**src/hrl_defines.vh**
```
// hrl_defines.vh: constants of the record loader and record sender
// assumes plain verilog-2005 includers; definitions only
//
// Functional notes
// RULE_01: typed record opens with S then type digit
// RULE_02: types 1,2,3 carry 2,3,4-byte load address
// RULE_03: type 5 address field is record count
// RULE_04: types 7,8,9 terminate block, no data
// RULE_05: type 0 headers accepted, several allowed
// RULE_06: length is two hex digits, high first
// RULE_07: address high digit first, bytes to successive addresses
// RULE_08: end record address zeros or start address
// RULE_09: data pairs high first; 4-bit uses low digit
// RULE_10: 4-bit data sent with high digit F
// RULE_11: byte sum including checksum equals FF
// RULE_12: failed typed checksum reports checksum error
// RULE_13: slash line answered 0 good, 7 bad
// RULE_14: slash record: slash then four address digits
// RULE_15: slash length two digits, send max 16, zero ends
// RULE_16: first slash sum is address/length nibbles
// RULE_17: second slash sum is data nibbles mod 256
// RULE_18: slash record ends CR LF, then acknowledge
// RULE_19: double slash line aborts transfer
// RULE_20: semicolon record opens with semicolon
// RULE_21: semicolon length two digits, zero ends
// RULE_22: semicolon address four digits, successive bytes
// RULE_23: header, count, end records write no memory
`ifndef HRL_DEFINES_VH
`define HRL_DEFINES_VH
`define HRL_CH_S 8'h53
`define HRL_CH_SLASH 8'h2F
`define HRL_CH_SEMI 8'h3B
`define HRL_CH_CR 8'h0D
`define HRL_CH_LF 8'h0A
`define HRL_CH_ZERO 8'h30
`define HRL_CH_SEVEN 8'h37
`define HRL_CH_F 8'h46
`define HRL_FMT_TYPED 2'h0
`define HRL_FMT_SLASH 2'h1
`define HRL_FMT_SEMI 2'h2
`define HRL_SUM_GOOD 8'hFF
`define HRL_SLASH_MAX 8'h10
`endif

```
**src/hrl_loader.v**
```verilog
// hrl_loader.v: parses typed, slash and semicolon records into buffer writes
// assumes characters arrive one per strobe, synchronous to i_clk
`timescale 1ns/10ps
`include "hrl_defines.vh"
module hrl_loader (
  input wire i_clk,
  input wire i_reset_n,
  input wire i_rx_valid,
  input wire [7:0] i_rx_char,
  input wire i_nibble_mode,
  input wire i_ack_ready,
  output reg o_ack_valid,
  output reg [7:0] o_ack_char,
  output reg o_mem_we,
  output reg [31:0] o_mem_addr,
  output reg [7:0] o_mem_data,
  input wire i_mem_ready,
  output reg o_rx_ready,
  output reg o_cksum_err,
  output reg o_abort,
  output reg o_eof,
  output reg o_header,
  output reg [31:0] o_info,
  output reg o_info_valid,
  input wire i_tx_valid,
  input wire [7:0] i_tx_byte,
  output reg o_tx_ready,
  output reg o_tx_char_valid,
  output reg [7:0] o_tx_char,
  input wire i_tx_char_ready
);
  localparam ST_IDLE = 3'h0;
  localparam ST_TYPE = 3'h1;
  localparam ST_LEN = 3'h2;
  localparam ST_ADDR = 3'h3;
  localparam ST_CK1 = 3'h4;
  localparam ST_DATA = 3'h5;
  localparam ST_CK2 = 3'h6;
  localparam ST_EOL = 3'h7;
  reg [2:0] st_r;
  reg [1:0] fmt_r;
  reg [3:0] rtype_r;
  reg [3:0] cnt_r;
  reg [7:0] len_r;
  reg [7:0] left_r;
  reg [31:0] addr_r;
  reg [7:0] pair_r;
  reg hi_r;
  reg [7:0] sum_r;
  reg [7:0] nsum_r;
  reg [7:0] ck_r;
  reg bad_r;
  reg first_r;
  wire buf_ready;
  wire buf_valid;
  wire [39:0] buf_data;
  reg push_r;
  reg [39:0] push_data_r;
  wire enc_ready;
  wire enc_tv;
  wire [7:0] enc_tc;
  reg txh_v_r;
  reg [7:0] txh_r;
  // output stages move on only when empty or taken, so a stalled sink loses nothing
  wire mem_slot_ready = !o_mem_we || i_mem_ready;
  wire enc_slot_ready = !o_tx_char_valid || i_tx_char_ready;
  // mirrors the encoder's accept branch: idle and its own char not stuck
  wire enc_take = txh_v_r && enc_ready && !(enc_tv && !enc_slot_ready);
  function is_hex;
    input [7:0] c;
    begin
      is_hex = (c >= 8'h30 && c <= 8'h39) || (c >= 8'h41 && c <= 8'h46);
    end
  endfunction
  function [3:0] hex_val;
    input [7:0] c;
    begin
      hex_val = (c <= 8'h39) ? c[3:0] : (c[3:0] + 4'h9);
    end
  endfunction
  function [3:0] addr_digits;
    input [3:0] t;
    begin
      case (t)
        4'h2, 4'h8: addr_digits = 4'h6; // see RULE_02
        4'h3, 4'h7: addr_digits = 4'h8;
        default: addr_digits = 4'h4;
      endcase
    end
  endfunction
  wire [3:0] nv = hex_val(i_rx_char);
  wire hx = is_hex(i_rx_char);
  wire [7:0] byte_now = {pair_r[3:0], nv};
  wire take = i_rx_valid && o_rx_ready;
  // data typed 1-3 or any semicolon/slash record with length carries memory writes
  wire data_rec = (fmt_r != `HRL_FMT_TYPED) ||
                  (rtype_r >= 4'h1 && rtype_r <= 4'h3); // see RULE_23
  hrl_buf2 u_buf (
    .i_clk(i_clk),
    .i_reset_n(i_reset_n),
    .i_valid(push_r),
    .i_data(push_data_r),
    .o_ready(buf_ready),
    .o_valid(buf_valid),
    .o_data(buf_data),
    .i_ready(mem_slot_ready)
  );
  hrl_hexenc u_enc (
    .i_clk(i_clk),
    .i_reset_n(i_reset_n),
    .i_valid(txh_v_r),
    .i_byte(txh_r),
    .i_nibble_mode(i_nibble_mode),
    .o_ready(enc_ready),
    .o_tx_valid(enc_tv),
    .o_tx_char(enc_tc),
    .i_tx_ready(enc_slot_ready)
  );
  always @(posedge i_clk or negedge i_reset_n) begin
    if (!i_reset_n) begin
      o_mem_we <= 1'b0;
      o_mem_addr <= 32'h0;
      o_mem_data <= 8'h00;
      o_tx_ready <= 1'b0;
      o_tx_char_valid <= 1'b0;
      o_tx_char <= 8'h00;
      txh_v_r <= 1'b0;
      txh_r <= 8'h00;
    end else begin
      if (mem_slot_ready) begin
        o_mem_we <= buf_valid;
        o_mem_addr <= buf_data[39:8];
        o_mem_data <= buf_data[7:0];
      end
      if (enc_slot_ready) begin
        o_tx_char_valid <= enc_tv;
        o_tx_char <= enc_tc;
      end
      if (enc_take) begin
        txh_v_r <= 1'b0;
      end
      if (i_tx_valid && o_tx_ready) begin
        txh_v_r <= 1'b1;
        txh_r <= i_tx_byte;
      end
      // registered ready: high only while the one-byte holder is free
      o_tx_ready <= !((txh_v_r && !enc_take) || (i_tx_valid && o_tx_ready));
    end
  end
  always @(posedge i_clk or negedge i_reset_n) begin
    if (!i_reset_n) begin
      st_r <= ST_IDLE;
      fmt_r <= `HRL_FMT_TYPED;
      rtype_r <= 4'h0;
      cnt_r <= 4'h0;
      len_r <= 8'h00;
      left_r <= 8'h00;
      addr_r <= 32'h0;
      pair_r <= 8'h00;
      hi_r <= 1'b1;
      sum_r <= 8'h00;
      nsum_r <= 8'h00;
      ck_r <= 8'h00;
      bad_r <= 1'b0;
      first_r <= 1'b0;
      push_r <= 1'b0;
      push_data_r <= 40'h0;
      o_rx_ready <= 1'b1;
      o_ack_valid <= 1'b0;
      o_ack_char <= 8'h00;
      o_cksum_err <= 1'b0;
      o_abort <= 1'b0;
      o_eof <= 1'b0;
      o_header <= 1'b0;
      o_info <= 32'h0;
      o_info_valid <= 1'b0;
    end else begin
      o_cksum_err <= 1'b0;
      o_abort <= 1'b0;
      o_eof <= 1'b0;
      o_header <= 1'b0;
      o_info_valid <= 1'b0;
      if (push_r && buf_ready) begin
        push_r <= 1'b0;
      end
      // stall the line while a byte waits or an acknowledge is unsent
      o_rx_ready <= !(push_r && !buf_ready) && !(o_ack_valid && !i_ack_ready);
      if (o_ack_valid && i_ack_ready) begin
        o_ack_valid <= 1'b0;
      end
      if (take) begin
        if (hx && !hi_r) begin
          pair_r <= byte_now;
        end else if (hx) begin
          pair_r <= {4'h0, nv};
        end
        if (hx) begin
          hi_r <= ~hi_r; // see RULE_06
        end
        case (st_r)
          ST_IDLE: begin
            hi_r <= 1'b1;
            sum_r <= 8'h00;
            nsum_r <= 8'h00;
            bad_r <= 1'b0;
            cnt_r <= 4'h0;
            addr_r <= 32'h0;
            first_r <= 1'b0;
            if (i_rx_char == `HRL_CH_S) begin
              fmt_r <= `HRL_FMT_TYPED;
              st_r <= ST_TYPE; // see RULE_01
            end else if (i_rx_char == `HRL_CH_SLASH) begin
              fmt_r <= `HRL_FMT_SLASH;
              first_r <= 1'b1;
              st_r <= ST_ADDR; // see RULE_14
            end else if (i_rx_char == `HRL_CH_SEMI) begin
              fmt_r <= `HRL_FMT_SEMI;
              st_r <= ST_LEN; // see RULE_20
            end
          end
          ST_TYPE: begin
            rtype_r <= i_rx_char[3:0];
            hi_r <= 1'b1;
            st_r <= (i_rx_char >= 8'h30 && i_rx_char <= 8'h39) ? ST_LEN : ST_IDLE;
          end
          ST_LEN: begin
            if (!hx) begin
              bad_r <= 1'b1;
            end else if (!hi_r) begin
              len_r <= byte_now;
              sum_r <= sum_r + byte_now;
              if (fmt_r == `HRL_FMT_SLASH) begin
                nsum_r <= nsum_r + {4'h0, nv};
                st_r <= ST_CK1; // see RULE_15
              end else begin
                st_r <= ST_ADDR; // see RULE_21
              end
              cnt_r <= 4'h0;
              left_r <= byte_now;
            end else if (fmt_r == `HRL_FMT_SLASH) begin
              nsum_r <= nsum_r + {4'h0, nv};
            end
          end
          ST_ADDR: begin
            if (first_r && i_rx_char == `HRL_CH_SLASH) begin
              o_abort <= 1'b1; // see RULE_19
              st_r <= ST_IDLE;
            end else begin
              first_r <= 1'b0;
              addr_r <= {addr_r[27:0], nv}; // see RULE_07
              if (!hi_r) begin
                sum_r <= sum_r + byte_now;
              end
              nsum_r <= nsum_r + {4'h0, nv};
              cnt_r <= cnt_r + 4'h1;
              if (cnt_r + 4'h1 == ((fmt_r == `HRL_FMT_TYPED) ? addr_digits(rtype_r) : 4'h4))
              begin
                if (fmt_r == `HRL_FMT_SLASH) begin
                  st_r <= ST_LEN;
                end else if (fmt_r == `HRL_FMT_TYPED && (rtype_r == 4'h5 ||
                         rtype_r >= 4'h7)) begin
                  st_r <= ST_CK2; // see RULE_03
                end else begin
                  st_r <= (left_r == 8'h00) ? ST_CK2 : ST_DATA; // see RULE_22
                end
                // typed length counts address and checksum bytes
                if (fmt_r == `HRL_FMT_TYPED) begin
                  left_r <= len_r - {4'h0, addr_digits(rtype_r) >> 1} - 8'h01;
                  if (len_r == {4'h0, addr_digits(rtype_r) >> 1} + 8'h01) begin
                    st_r <= ST_CK2;
                  end
                end
              end
            end
          end
          ST_CK1: begin
            if (!hi_r) begin
              if (byte_now != nsum_r) begin
                bad_r <= 1'b1; // see RULE_16
              end
              nsum_r <= 8'h00;
              st_r <= (len_r == 8'h00) ? ST_EOL : ST_DATA;
              left_r <= len_r;
            end
          end
          ST_DATA: begin
            nsum_r <= nsum_r + {4'h0, nv};
            if (!hi_r) begin
              sum_r <= sum_r + byte_now;
              push_r <= data_rec; // see RULE_23
              push_data_r <= {addr_r, (i_nibble_mode ? {4'h0, nv} : byte_now)}; // see RULE_09
              addr_r <= addr_r + 32'h1;
              left_r <= left_r - 8'h01;
              if (left_r == 8'h01) begin
                st_r <= ST_CK2;
              end
            end
          end
          ST_CK2: begin
            if (!hi_r) begin
              ck_r <= byte_now;
              st_r <= ST_EOL;
              if (fmt_r == `HRL_FMT_TYPED) begin
                if (sum_r + byte_now != `HRL_SUM_GOOD) begin // see RULE_11
                  o_cksum_err <= 1'b1; // see RULE_12
                end
                if (rtype_r == 4'h0) begin
                  o_header <= 1'b1; // see RULE_05
                end else if (rtype_r == 4'h5 || rtype_r >= 4'h7) begin
                  o_info <= addr_r; // see RULE_08
                  o_info_valid <= 1'b1;
                  o_eof <= (rtype_r >= 4'h7); // see RULE_04
                end
              end else if (fmt_r == `HRL_FMT_SLASH) begin
                if (byte_now != nsum_r) begin
                  bad_r <= 1'b1; // see RULE_17
                end
              end else begin
                st_r <= ST_EOL;
              end
            end
          end
          ST_EOL: begin
            // typed data with checksum flagged on pair; semicolon tail skipped
            if (fmt_r == `HRL_FMT_TYPED && sum_r + ck_r != `HRL_SUM_GOOD) begin
              bad_r <= 1'b1; // see RULE_12
            end
            // a bare carriage return is only waited through
            if (i_rx_char == `HRL_CH_LF) begin
              st_r <= ST_IDLE;
              if (fmt_r == `HRL_FMT_SLASH) begin
                o_ack_valid <= 1'b1; // see RULE_18
                o_ack_char <= bad_r ? `HRL_CH_SEVEN : `HRL_CH_ZERO; // see RULE_13
                if (!bad_r && len_r == 8'h00) begin
                  o_eof <= 1'b1;
                end
              end else if (fmt_r == `HRL_FMT_SEMI && len_r == 8'h00) begin
                o_eof <= 1'b1;
              end
            end else if (i_rx_char == `HRL_CH_S || i_rx_char == `HRL_CH_SEMI) begin
              st_r <= ST_IDLE;
            end
          end
          default: begin
            st_r <= ST_IDLE;
          end
        endcase
      end
    end
  end
endmodule

```
**src/hrl_buf2.v**
```verilog
// hrl_buf2.v: two-entry buffer with valid/ready on both sides
// assumes one clock, asynchronous active-low reset
`timescale 1ns/10ps
module hrl_buf2 (
  input wire i_clk,
  input wire i_reset_n,
  input wire i_valid,
  input wire [39:0] i_data,
  output wire o_ready,
  output wire o_valid,
  output wire [39:0] o_data,
  input wire i_ready
);
  reg [39:0] mem_r [0:1];
  reg rd_r;
  reg wr_r;
  reg [1:0] cnt_r;
  wire push = i_valid && (cnt_r != 2'h2);
  wire pop = i_ready && (cnt_r != 2'h0);
  assign o_ready = (cnt_r != 2'h2);
  assign o_valid = (cnt_r != 2'h0);
  assign o_data = mem_r[rd_r];
  always @(posedge i_clk) begin
    if (push) begin
      mem_r[wr_r] <= i_data;
    end
  end
  always @(posedge i_clk or negedge i_reset_n) begin
    if (!i_reset_n) begin
      rd_r <= 1'b0;
      wr_r <= 1'b0;
      cnt_r <= 2'h0;
    end else begin
      if (push) begin
        wr_r <= ~wr_r;
      end
      if (pop) begin
        rd_r <= ~rd_r;
      end
      cnt_r <= cnt_r + {1'b0, push} - {1'b0, pop};
    end
  end
endmodule

```
**src/hrl_hexenc.v**
```verilog
// hrl_hexenc.v: sends typed data bytes as ASCII pairs
// assumes the sink may stall; one character per accepted cycle
`timescale 1ns/10ps
`include "hrl_defines.vh"
module hrl_hexenc (
  input wire i_clk,
  input wire i_reset_n,
  input wire i_valid,
  input wire [7:0] i_byte,
  input wire i_nibble_mode,
  output reg o_ready,
  output reg o_tx_valid,
  output reg [7:0] o_tx_char,
  input wire i_tx_ready
);
  reg [7:0] byte_r;
  reg phase_r;
  function [7:0] to_hex;
    input [3:0] n;
    begin
      to_hex = (n < 4'hA) ? {4'h3, n} : (8'h37 + {4'h0, n});
    end
  endfunction
  always @(posedge i_clk or negedge i_reset_n) begin
    if (!i_reset_n) begin
      byte_r <= 8'h00;
      phase_r <= 1'b0;
      o_ready <= 1'b1;
      o_tx_valid <= 1'b0;
      o_tx_char <= 8'h00;
    end else if (o_tx_valid && !i_tx_ready) begin
      o_tx_valid <= 1'b1;
    end else if (phase_r) begin
      o_tx_valid <= 1'b1;
      o_tx_char <= to_hex(byte_r[3:0]);
      phase_r <= 1'b0;
      o_ready <= 1'b1;
    end else if (o_ready && i_valid) begin
      byte_r <= i_byte;
      o_tx_valid <= 1'b1;
      o_tx_char <= i_nibble_mode ? `HRL_CH_F : to_hex(i_byte[7:4]); // see RULE_10
      phase_r <= 1'b1;
      o_ready <= 1'b0;
    end else begin
      o_tx_valid <= 1'b0;
    end
  end
endmodule

```
**config.mk**
```make
export PLATFORM = sky130hd
export DESIGN_NAME = hrl_loader
export DESIGN_NICKNAME = d
export VERILOG_FILES = /design/src/hrl_loader.v /design/src/hrl_buf2.v /design/src/hrl_hexenc.v
export VERILOG_INCLUDE_DIRS = /design/src /design/src/src
export SDC_FILE = /design/constraint.sdc
export NUM_CORES = 1
export LEC_CHECK = 0
export CELL_PAD_IN_SITES_DETAIL_PLACEMENT = 0
export CELL_PAD_IN_SITES_GLOBAL_PLACEMENT = 1
export CORE_ASPECT_RATIO = 2
export CORE_MARGIN = 2
export CORE_UTILIZATION = 40
export CTS_CLUSTER_DIAMETER = 100
export DETAILED_ROUTE_END_ITERATION = 7
export DONT_BUFFER_PORTS = 1
export HOLD_SLACK_MARGIN = 0.03
export PLACE_DENSITY_LB_ADDON = 0.15
export SETUP_SLACK_MARGIN = 0.5
export SYNTH_ARGS = -nofsm -noshare
export SYNTH_HDL_FRONTEND = slang
export SYNTH_SLANG_ARGS = --single-unit
```
**constraint.sdc**
```tcl
create_clock -name i_clk -period 3.73 [get_ports i_clk]
set_clock_uncertainty 0.1 [all_clocks]
set_input_delay 0.5595 -clock i_clk [delete_from_list [all_inputs] [get_ports i_clk]]
set_output_delay 0.5595 -clock i_clk [all_outputs]
set_load 0.01 [all_outputs]
```
==> results by group, run 1 <==
Yosys
  – Sequential share of the synthesized area: 55.1%
  – Leading area contributor after synthesis: dfrtp_1
  – Ys async rst share: 75.8%
  – Synth top area cells: dfrtp_1 (39%), edfxtp_1 (15%), nand2_1 (5.1%)
  – Library cells used by synthesis: 82
  – Synth top area share: 39.4%
  – Main flop type after synthesis: dfrtp_1
  – Syn avg cell area: 10.8 sq um
  – Mapped Cells: 1454
  – EDFF count, synth: 80
  – Synth Warn #: 0
  – Synth Register Bits: 331
  – Mapped Area: 15800 sq um

Power
  – Register share of total power: 42.6%
  – Internal power: 8.33 mW
  – Clock power frac: 27.2%
  – Tot Pwr: 13.1 mW
  – IR drop worst, VDD: 0.402 mV
  – P_leak: 7.61 nW
  – Logic gate share of total power: 30.3%
  – Sw Ratio: 36.7%
  – Pwr per Cell Area: 740 nW/um^2
  – P_sw: 4.82 mW

Timing
  – Max Slew Vio Count: 0
  – Final Hold Viols: 251
  – RSZ-0062 raised after global routing: no
  – WHS: -0.426 ns
  – Final setup TNS: 0 ns
  – Setup Viol. Count Final: 0
  – Period utilization: 81.8%
  – Final min period: 3.05 ns
  – Final WS setup: 0.678 ns
  – Rel. slew slack: 33.2%
  – Worst slew pin tran: 1.00 ns
  – Highest clock rate: 328 MHz

Placed design
  – Place WS: 0.201 ns
  – GPL Wtd Cong: 0.877
  – IO buf count: 0
  – Detailed placer's ending HPWL: 30300 um
  – Cells after DPL: 1931

Clock tree
  – CTS buffer count: 31
  – CTS tree: done
  – Clk_lat worst skew: 0.58 ns
  – Cts hold-fix bufs: 11
  – Buffer depth of the longest clock path: 3
  – Clock Tree Root: clkbuf_16
  – H-tree levels: 1
  – Clk sinks: 331
  – Clk slew on worst S/H paths: 0.07 ns

Setup path
  – Worst-path fanout max: 5
  – Critical Path End Type: flip-flop
  – CP Class: flip-flop to flip-flop
  – Critical-path cell list: xor2_2, nand2_2, ha_1, nor4bb_2, inv_1, ha_1, inv_1, o21bai_1, or3_1, xor2_1, a22oi_1, mux2_1
  – CP bufs+invs: 2
  – Worst setup SP type: flip-flop
  – CP arrival: 3.41 ns
  – CP max-delay cell: dfrtp_1
  – Critical Path RT: 4.09 ns
  – CP max stage delay: 0.43 ns
  – Delay-heaviest family, CP: simple AND/OR/NAND/NOR gates

GRT
  – GRT met3 Usage: 2.33%
  – Gr ovfl total: 0
  – Vias in the first global route: 11200
  – Most used routing layer: met2
  – Initial antenna violation count: 0
  – Largest net degree at the start of global routing: 252
  – Total track usage: 21.0%
  – GRT met1 Usage: 22.0%
  – Global-route wire length before repair: 66300 um
  – Met2 GRT Util: 40.0%

Route
  – DR DRC count: 0
  – Drt initial violations: 520
  – DRT Pass-1 Iters: 5
  – WL per Instance: 21.3 um
  – Drt total wl: 42600 um
  – Routed vias: 11000
  – Antenna Violating Nets Remaining: 0
  – Routed vias/inst: 5.49

Finish
  – Synth-to-Final Area Change: 12.7%
  – Nets: 1521
  – Antenna Diode Count: 0
  – Layout cells sized above 1: 14.0%
  – FILL cells: 3725
  – Non-Filler Instances: 2001

Floorplanning
  – Die X: 144 um
  – Num ports: 122
  – Chip height: 285 um
  – Core ar.: 38800 sq um
  – # rows: 102
  – Starting Density: 40.6%
  – Die ar.: 41100 sq um

Outcome
  – Status: finished with violations
  – Failing checks: hold timing

Hold path
  – Worst Hold Class: primary input to async pin

Flow run
  – Max-cap violations: 0
-- through the flow --
stage	utilization (%)	area (sq um)
2_1_floorplan	-	15800
3_3_place_gp	42.4	16500
3_5_place_dp	42.4	16500
4_1_cts	45.7	17700
5_1_grt	45.8	17800
6_report	45.8	17800
-- Yosys cell counts (9+ instances only) --
| library cell | n |
|---|---|
| dfrtp_1 | 248 |
| nand2_1 | 216 |
| o21ai_0 | 127 |
| edfxtp_1 | 80 |
| clkbuf_1 | 66 |
| a21oi_1 | 63 |
| mux2_2 | 62 |
| nor2_1 | 61 |
| mux2i_1 | 46 |
| inv_1 | 43 |
| ha_1 | 37 |
| xnor2_1 | 25 |
| nand3_1 | 22 |
| nor3_1 | 22 |
| xor2_1 | 17 |
| and3_1 | 16 |
| o21ai_1 | 16 |
| a31oi_1 | 15 |
| nor4_1 | 15 |
| o31ai_1 | 15 |
| nor2b_1 | 13 |
| a22oi_1 | 11 |
| nand4_1 | 11 |
| a32oi_1 | 10 |
| nand2b_1 | 10 |
| a21o_1 | 9 |
| buf_1 | 9 |
| o22ai_1 | 9 |
-- cells in the final DEF, fill, tap and decap left out, types with 7 or more instances in the layout --
master	synthesis	final
dfrtp_1	248	246
nand2_1	216	215
o21ai_0	127	125
edfxtp_1	80	80
a21oi_1	63	63
mux2_2	62	61
nor2_1	61	58
mux2i_1	46	46
buf_4	7	42
inv_1	43	41
ha_1	37	33
clkbuf_16	0	31
xnor2_1	25	24
nand3_1	22	22
nor3_1	22	21
o21ai_1	16	18
and3_1	16	15
a31oi_1	15	15
nor4_1	15	15
o31ai_1	15	15
xor2_1	17	15
nor2b_1	13	12
nand4_1	11	11
a22oi_1	11	11
dlygate4sd3_1	0	11
nand2b_1	10	10
a32oi_1	10	10
a21o_1	9	9
o22ai_1	9	9
and2_1	8	8
mux2_1	8	8
bufinv_16	0	8
nand3b_1	7	7
nor3b_1	7	7
-- timing repair --
action                                  CTS  global route
endpoints found under the setup margin    1             4
resized for setup                         1             6
pin swaps                                 0             1
hold endpoints to repair                265           251
setup buffers                             0             1
gates cloned                              0             0
-- layer usage --
metal | share of wire (%) | wire, um
met2 | 56 | 23700
met1 | 36 | 15200
met3 | 3.1 | 1300
met5 | 0 | 0
met4 | 5.6 | 2390
-- kinds of logic (layout without fill, tap and decap cells) --
family | after synthesis | count (layout) | synth area share, %
AOI/OAI and AO/OA | 342 | 342 | 13.8
xor gates and xnor gates | 43 | 43 | 2.48
adders and majority gates | 41 | 41 | 3.44
buffers and inverters | 132 | 156 | 3.44
DFF | 331 | 331 | 55.1
muxes | 119 | 119 | 8.21
other | 1 | 4 | 0.0238
and+or+nand+nor | 445 | 445 | 13.5
-- power by group through the flow --
stage	clock, mW	sequential (mW)	combinational (mW)
after detailed placement	0	5.68	3.95
after global placement	0	5.65	3.93
after CTS	3.67	5.61	3.98
final	3.57	5.60	3.98
after floorplan	0	5.20	2.94
after global routing	3.82	5.72	4.39
-- cell type report --
class / count / area [sq um] / share of cell area (%)
clock buffers: 34 / 807 / 4.54
repair buffers: 54 / 445 / 2.51
well taps: 520 / 651 / 3.66
inverters: 44 / 165 / 0.930
clock inverters: 24 / 345 / 1.94
multi-input cells: 994 / 6650 / 37.5
flip-flops and latches: 331 / 8690 / 48.9
-- final timing paths --
check                           startpoint                 end  slack (ns)  cells after the start
setup reg to reg                rtype_r[1]           left_r[5]        0.68                     12
hold reg to reg            push_data_r[16]  u_buf.mem_r[0][16]        0.37                      0
setup / recovery                rtype_r[1]           left_r[5]        0.68                     12
min in group i_clk            i_rx_char[1]          rtype_r[1]        0.08                      1
hold / removal                   i_reset_n             txh_v_r       -0.43                      0
max in group asynchronous        i_reset_n                hi_r        3.60                      0
-- state kept, by name, summed over array words and instances, names as in the netlist, 4 cells and up --
register and cells:
sum_r 8, len_r 8, ck_r 8, addr_r 32, o_tx_char 7, u_buf.mem_r 80
o_mem_addr 32, rtype_r 4, u_enc.byte_r 4, cnt_r 4, pair_r 4, push_data_r 40
u_enc.o_tx_char 7, o_mem_data 8, left_r 8, txh_r 8, nsum_r 8, o_info 32
No activity file was read; power rests on OpenSTA's default activity.
==> run 2, diff against run 1 <==
- clock period: 3.73 -> 2.8 ns (I/O delays scaled with it)
==> run 2 against run 1 <==
The run ends with hold timing, setup timing left. Register-to-register slack worse by 0.68 ns. Sequential share of layout area shrank 4.1 points. Maximum frequency is 8.8% higher. Non-clock buffer count grew 101. Via count rose by 4.6%. Critical endpoint unchanged.
==> results by group, run 2 (synthesis gave the netlist of run 1 again) <==
Outcome
  – Status: finished with violations
  – Failing checks: hold timing, setup timing

Finish
  – Most frequent cells in the layout: dfrtp_1 (237), nand2_1 (211), buf_4 (119)
  – Number of flip-flops in the largest register: 80 (unchanged)
  – FILL cells: 3596 (-3.5%)
  – Register area: 8700 sq um (+0.16%)
  – Antenna Diode Count: 0 (unchanged)
  – Nets: 1625 (+6.8%)
  – Synth-to-Final Area Change: 23.2%
  – Multi-input logic area: 7290 sq um (+9.6%)
  – Most flop-heavy register: u_buf.mem_r
  – Top Registers: u_buf.mem_r x80, push_data_r x40
  – Layout cells sized above 1: 25.4% (+11 points)
  – Commonest non-fill, non-tap cell in the layout: dfrtp_1

Route
  – DRT Pass-1 Iters: 4 (-1)
  – Routed vias: 11500 (+4.6%)
  – DR DRC count: 0 (unchanged)
  – Drt total wl: 44700 um (+4.9%)
  – Routed vias/inst: 5.46 (-0.58%)
  – Drt initial violations: 554 (+6.5%)
  – Antenna Violating Nets Remaining: 0 (unchanged)
  – WL per Instance: 21.2 um (-0.34%)

Placed design
  – Place WS: -0.380 ns (-0.581 ns)
  – GPL Wtd Cong: 0.914 (+4.2%)
  – IO buf count: 0 (unchanged)
  – Detailed placer's ending HPWL: 30900 um (+2.0%)

Power
  – Internal power: 12.2 mW (+46%)
  – IR drop worst, VDD: 0.512 mV (+27%)
  – P_sw: 6.94 mW (+44%)
  – Register share of total power: 39.0% (-3.6 points)
  – Sw Ratio: 36.4% (-0.30 points)
  – Logic gate share of total power: 35.6% (+5.3 points)
  – Clock power frac: 25.4% (-1.8 points)
  – Pwr per Cell Area: 984 nW/um^2 (+33%)
  – P_leak: 8.33 nW (+9.4%)

Setup path
  – FF-to-FF setup slack: -0.005 ns (-0.68 ns)
  – Worst-path fanout max: 4 (-1)
  – CP arrival: 3.12 ns (-0.29 ns)
  – CP max stage delay: 0.44 ns (about the same)
  – Critical-path cell list: xor2_2, nand2_2, ha_4, nor4bb_4, inv_2, ha_4, inv_2, o21bai_4, or3_4, xor2_1, a22oi_1, mux2_4
  – Worst r2r path cells: 12 (unchanged)
  – Worst reg2reg path startpoint: rtype_r[3]
  – CP Class: flip-flop to flip-flop
  – Critical Path End Type: flip-flop
  – CP max-delay cell: dfrtp_2
  – Worst setup SP type: flip-flop
  – RR Endpoint: left_r[5]
  – Critical Path RT: 3.12 ns (-0.97 ns)

Floorplanning
  – # rows: 102 (unchanged)
  – Chip height: 285 um (unchanged)
  – Core ar.: 38800 sq um (unchanged)
  – Num ports: 122 (unchanged)
  – Starting Density: 40.6% (unchanged)
  – Die X: 144 um (unchanged)
  – Die ar.: 41100 sq um (unchanged)

Timing
  – Final min period: 2.80 ns (-0.247 ns)
  – RSZ-0062 raised after global routing: yes
  – Final WS setup: -0.00457 ns (-0.683 ns)
  – Worst slew pin tran: 0.788 ns (-0.213 ns)
  – Period utilization: 100% (+18 points)
  – Highest clock rate: 357 MHz (+8.8%)
  – Rel. slew slack: 47.1% (+14 points)
  – WHS: -0.513 ns (-0.0867 ns)
  – Max Slew Vio Count: 0 (unchanged)
  – Setup Viol. Count Final: 1 (+1)
  – Final Hold Viols: 251 (unchanged)

GRT
  – Vias in the first global route: 11900 (+6.4%)
  – Global-route wire length before repair: 68500 um (+3.4%)
  – Total track usage: 21.6% (+0.69 points)
  – Initial antenna violation count: 1 (+1)
  – Gr ovfl total: 0 (unchanged)
  – Largest net degree at the start of global routing: 252 (unchanged)

Clock tree
  – Clock Tree Root: clkbuf_16
  – Buffer depth of the longest clock path: 3 (unchanged)
  – CTS buffer count: 34 (+9.7%)
  – CTS tree: done
  – Clk sinks: 331 (unchanged)
  – H-tree levels: 2 (+1)
  – Clk slew on worst S/H paths: 0.06 ns (about the same)
  – Clk_lat worst skew: 0.53 ns (-0.05 ns)
  – Cts hold-fix bufs: 13 (+2)

Hold path
  – Worst Hold Class: primary input to async pin

Flow run
  – Max-cap violations: 0 (unchanged)
-- run 2: cell types whose count changed in the layout (fill, tap and decap cells not counted), moves of 9 or more --
cell     before  now
buf_4        42  119
ha_4          2   12
ha_1         33   24
buf_6         0   13
dfrtp_1     246  237
o21ai_1      18   40
o21ai_0     125   99
-- run 2: stage by stage --
step | instances | TNS [ns] | power (mW) | util [%] | area, sq um
2_1_floorplan | 1457 | -0.308 | 11.2 | - | 16200
3_3_place_gp | 1996 | -1.63 | 13.4 | 44.5 | 17300
3_5_place_dp | 1996 | -2.35 | 13.5 | 44.5 | 17300
4_1_cts | 2084 | -0.0513 | 18.8 | 48.9 | 19000
5_1_grt | 2106 | -0.539 | 20.2 | 50.0 | 19400
6_report | 2106 | -0.00457 | 19.1 | 50.0 | 19400
-- run 2: cell type report --
class,instances,share of cell area (%)
Multi-Input combinational cell,994,37.6
Inverter,44,1.04
Clock inverter,19,1.33
Clock buffer,43,4.71
Tap cell,520,3.35
Timing Repair Buffer,155,7.17
Sequential cell,331,44.8
-- run 2: how the worst max path moves through the flow --
stage | startpoint | endpoint | slack [ns]
2_1_floorplan | i_rx_char[1] | sum_r[7] | -0.19
3_3_place_gp | i_rx_char[1] | sum_r[7] | -0.35
3_5_place_dp | i_rx_char[1] | sum_r[7] | -0.38
4_1_cts | rtype_r[3] | left_r[5] | -0.02
5_1_grt | rtype_r[3] | left_r[4] | -0.11
6_report | rtype_r[3] | left_r[5] | -0.005
-- run 2: worst max-delay path, delay by kind of cell, from the launching register on --
family	cells	cell delay, ns
buffers and inverters	2	0.21
DFF	1	0.44
muxes	1	0.28
adders and majority gates	2	0.44
xor gates and xnor gates	2	0.32
and+or+nand+nor	3	0.78
AOI/OAI and AO/OA	2	0.14
-- run 2: timing repair --
action / CTS / global route
resized for setup: 58 / 49
buffers inserted: 12 / 19
pin swaps: 22 / 33
gates cloned: 1 / 3
endpoints found under the setup margin: 87 / 84
hold endpoints to repair: 267 / 251
-- run 2: metal layers --
metal / global-route usage [%] / routed length [um]
met4: 10.6 / 2450
met1: 22.4 / 15500
met5: 0 / 0
met3: 3.06 / 1710
met2: 41.4 / 25100
-- run 2: power groups by stage --
stage	Combinational [mW]	Clock, mW	Sequential (mW)
after CTS	6.32	4.98	7.49
final	6.80	4.85	7.44
after detailed placement	5.97	0	7.55
after global routing	7.43	5.15	7.60
after global placement	5.91	0	7.51
after floorplan	4.25	0	6.94
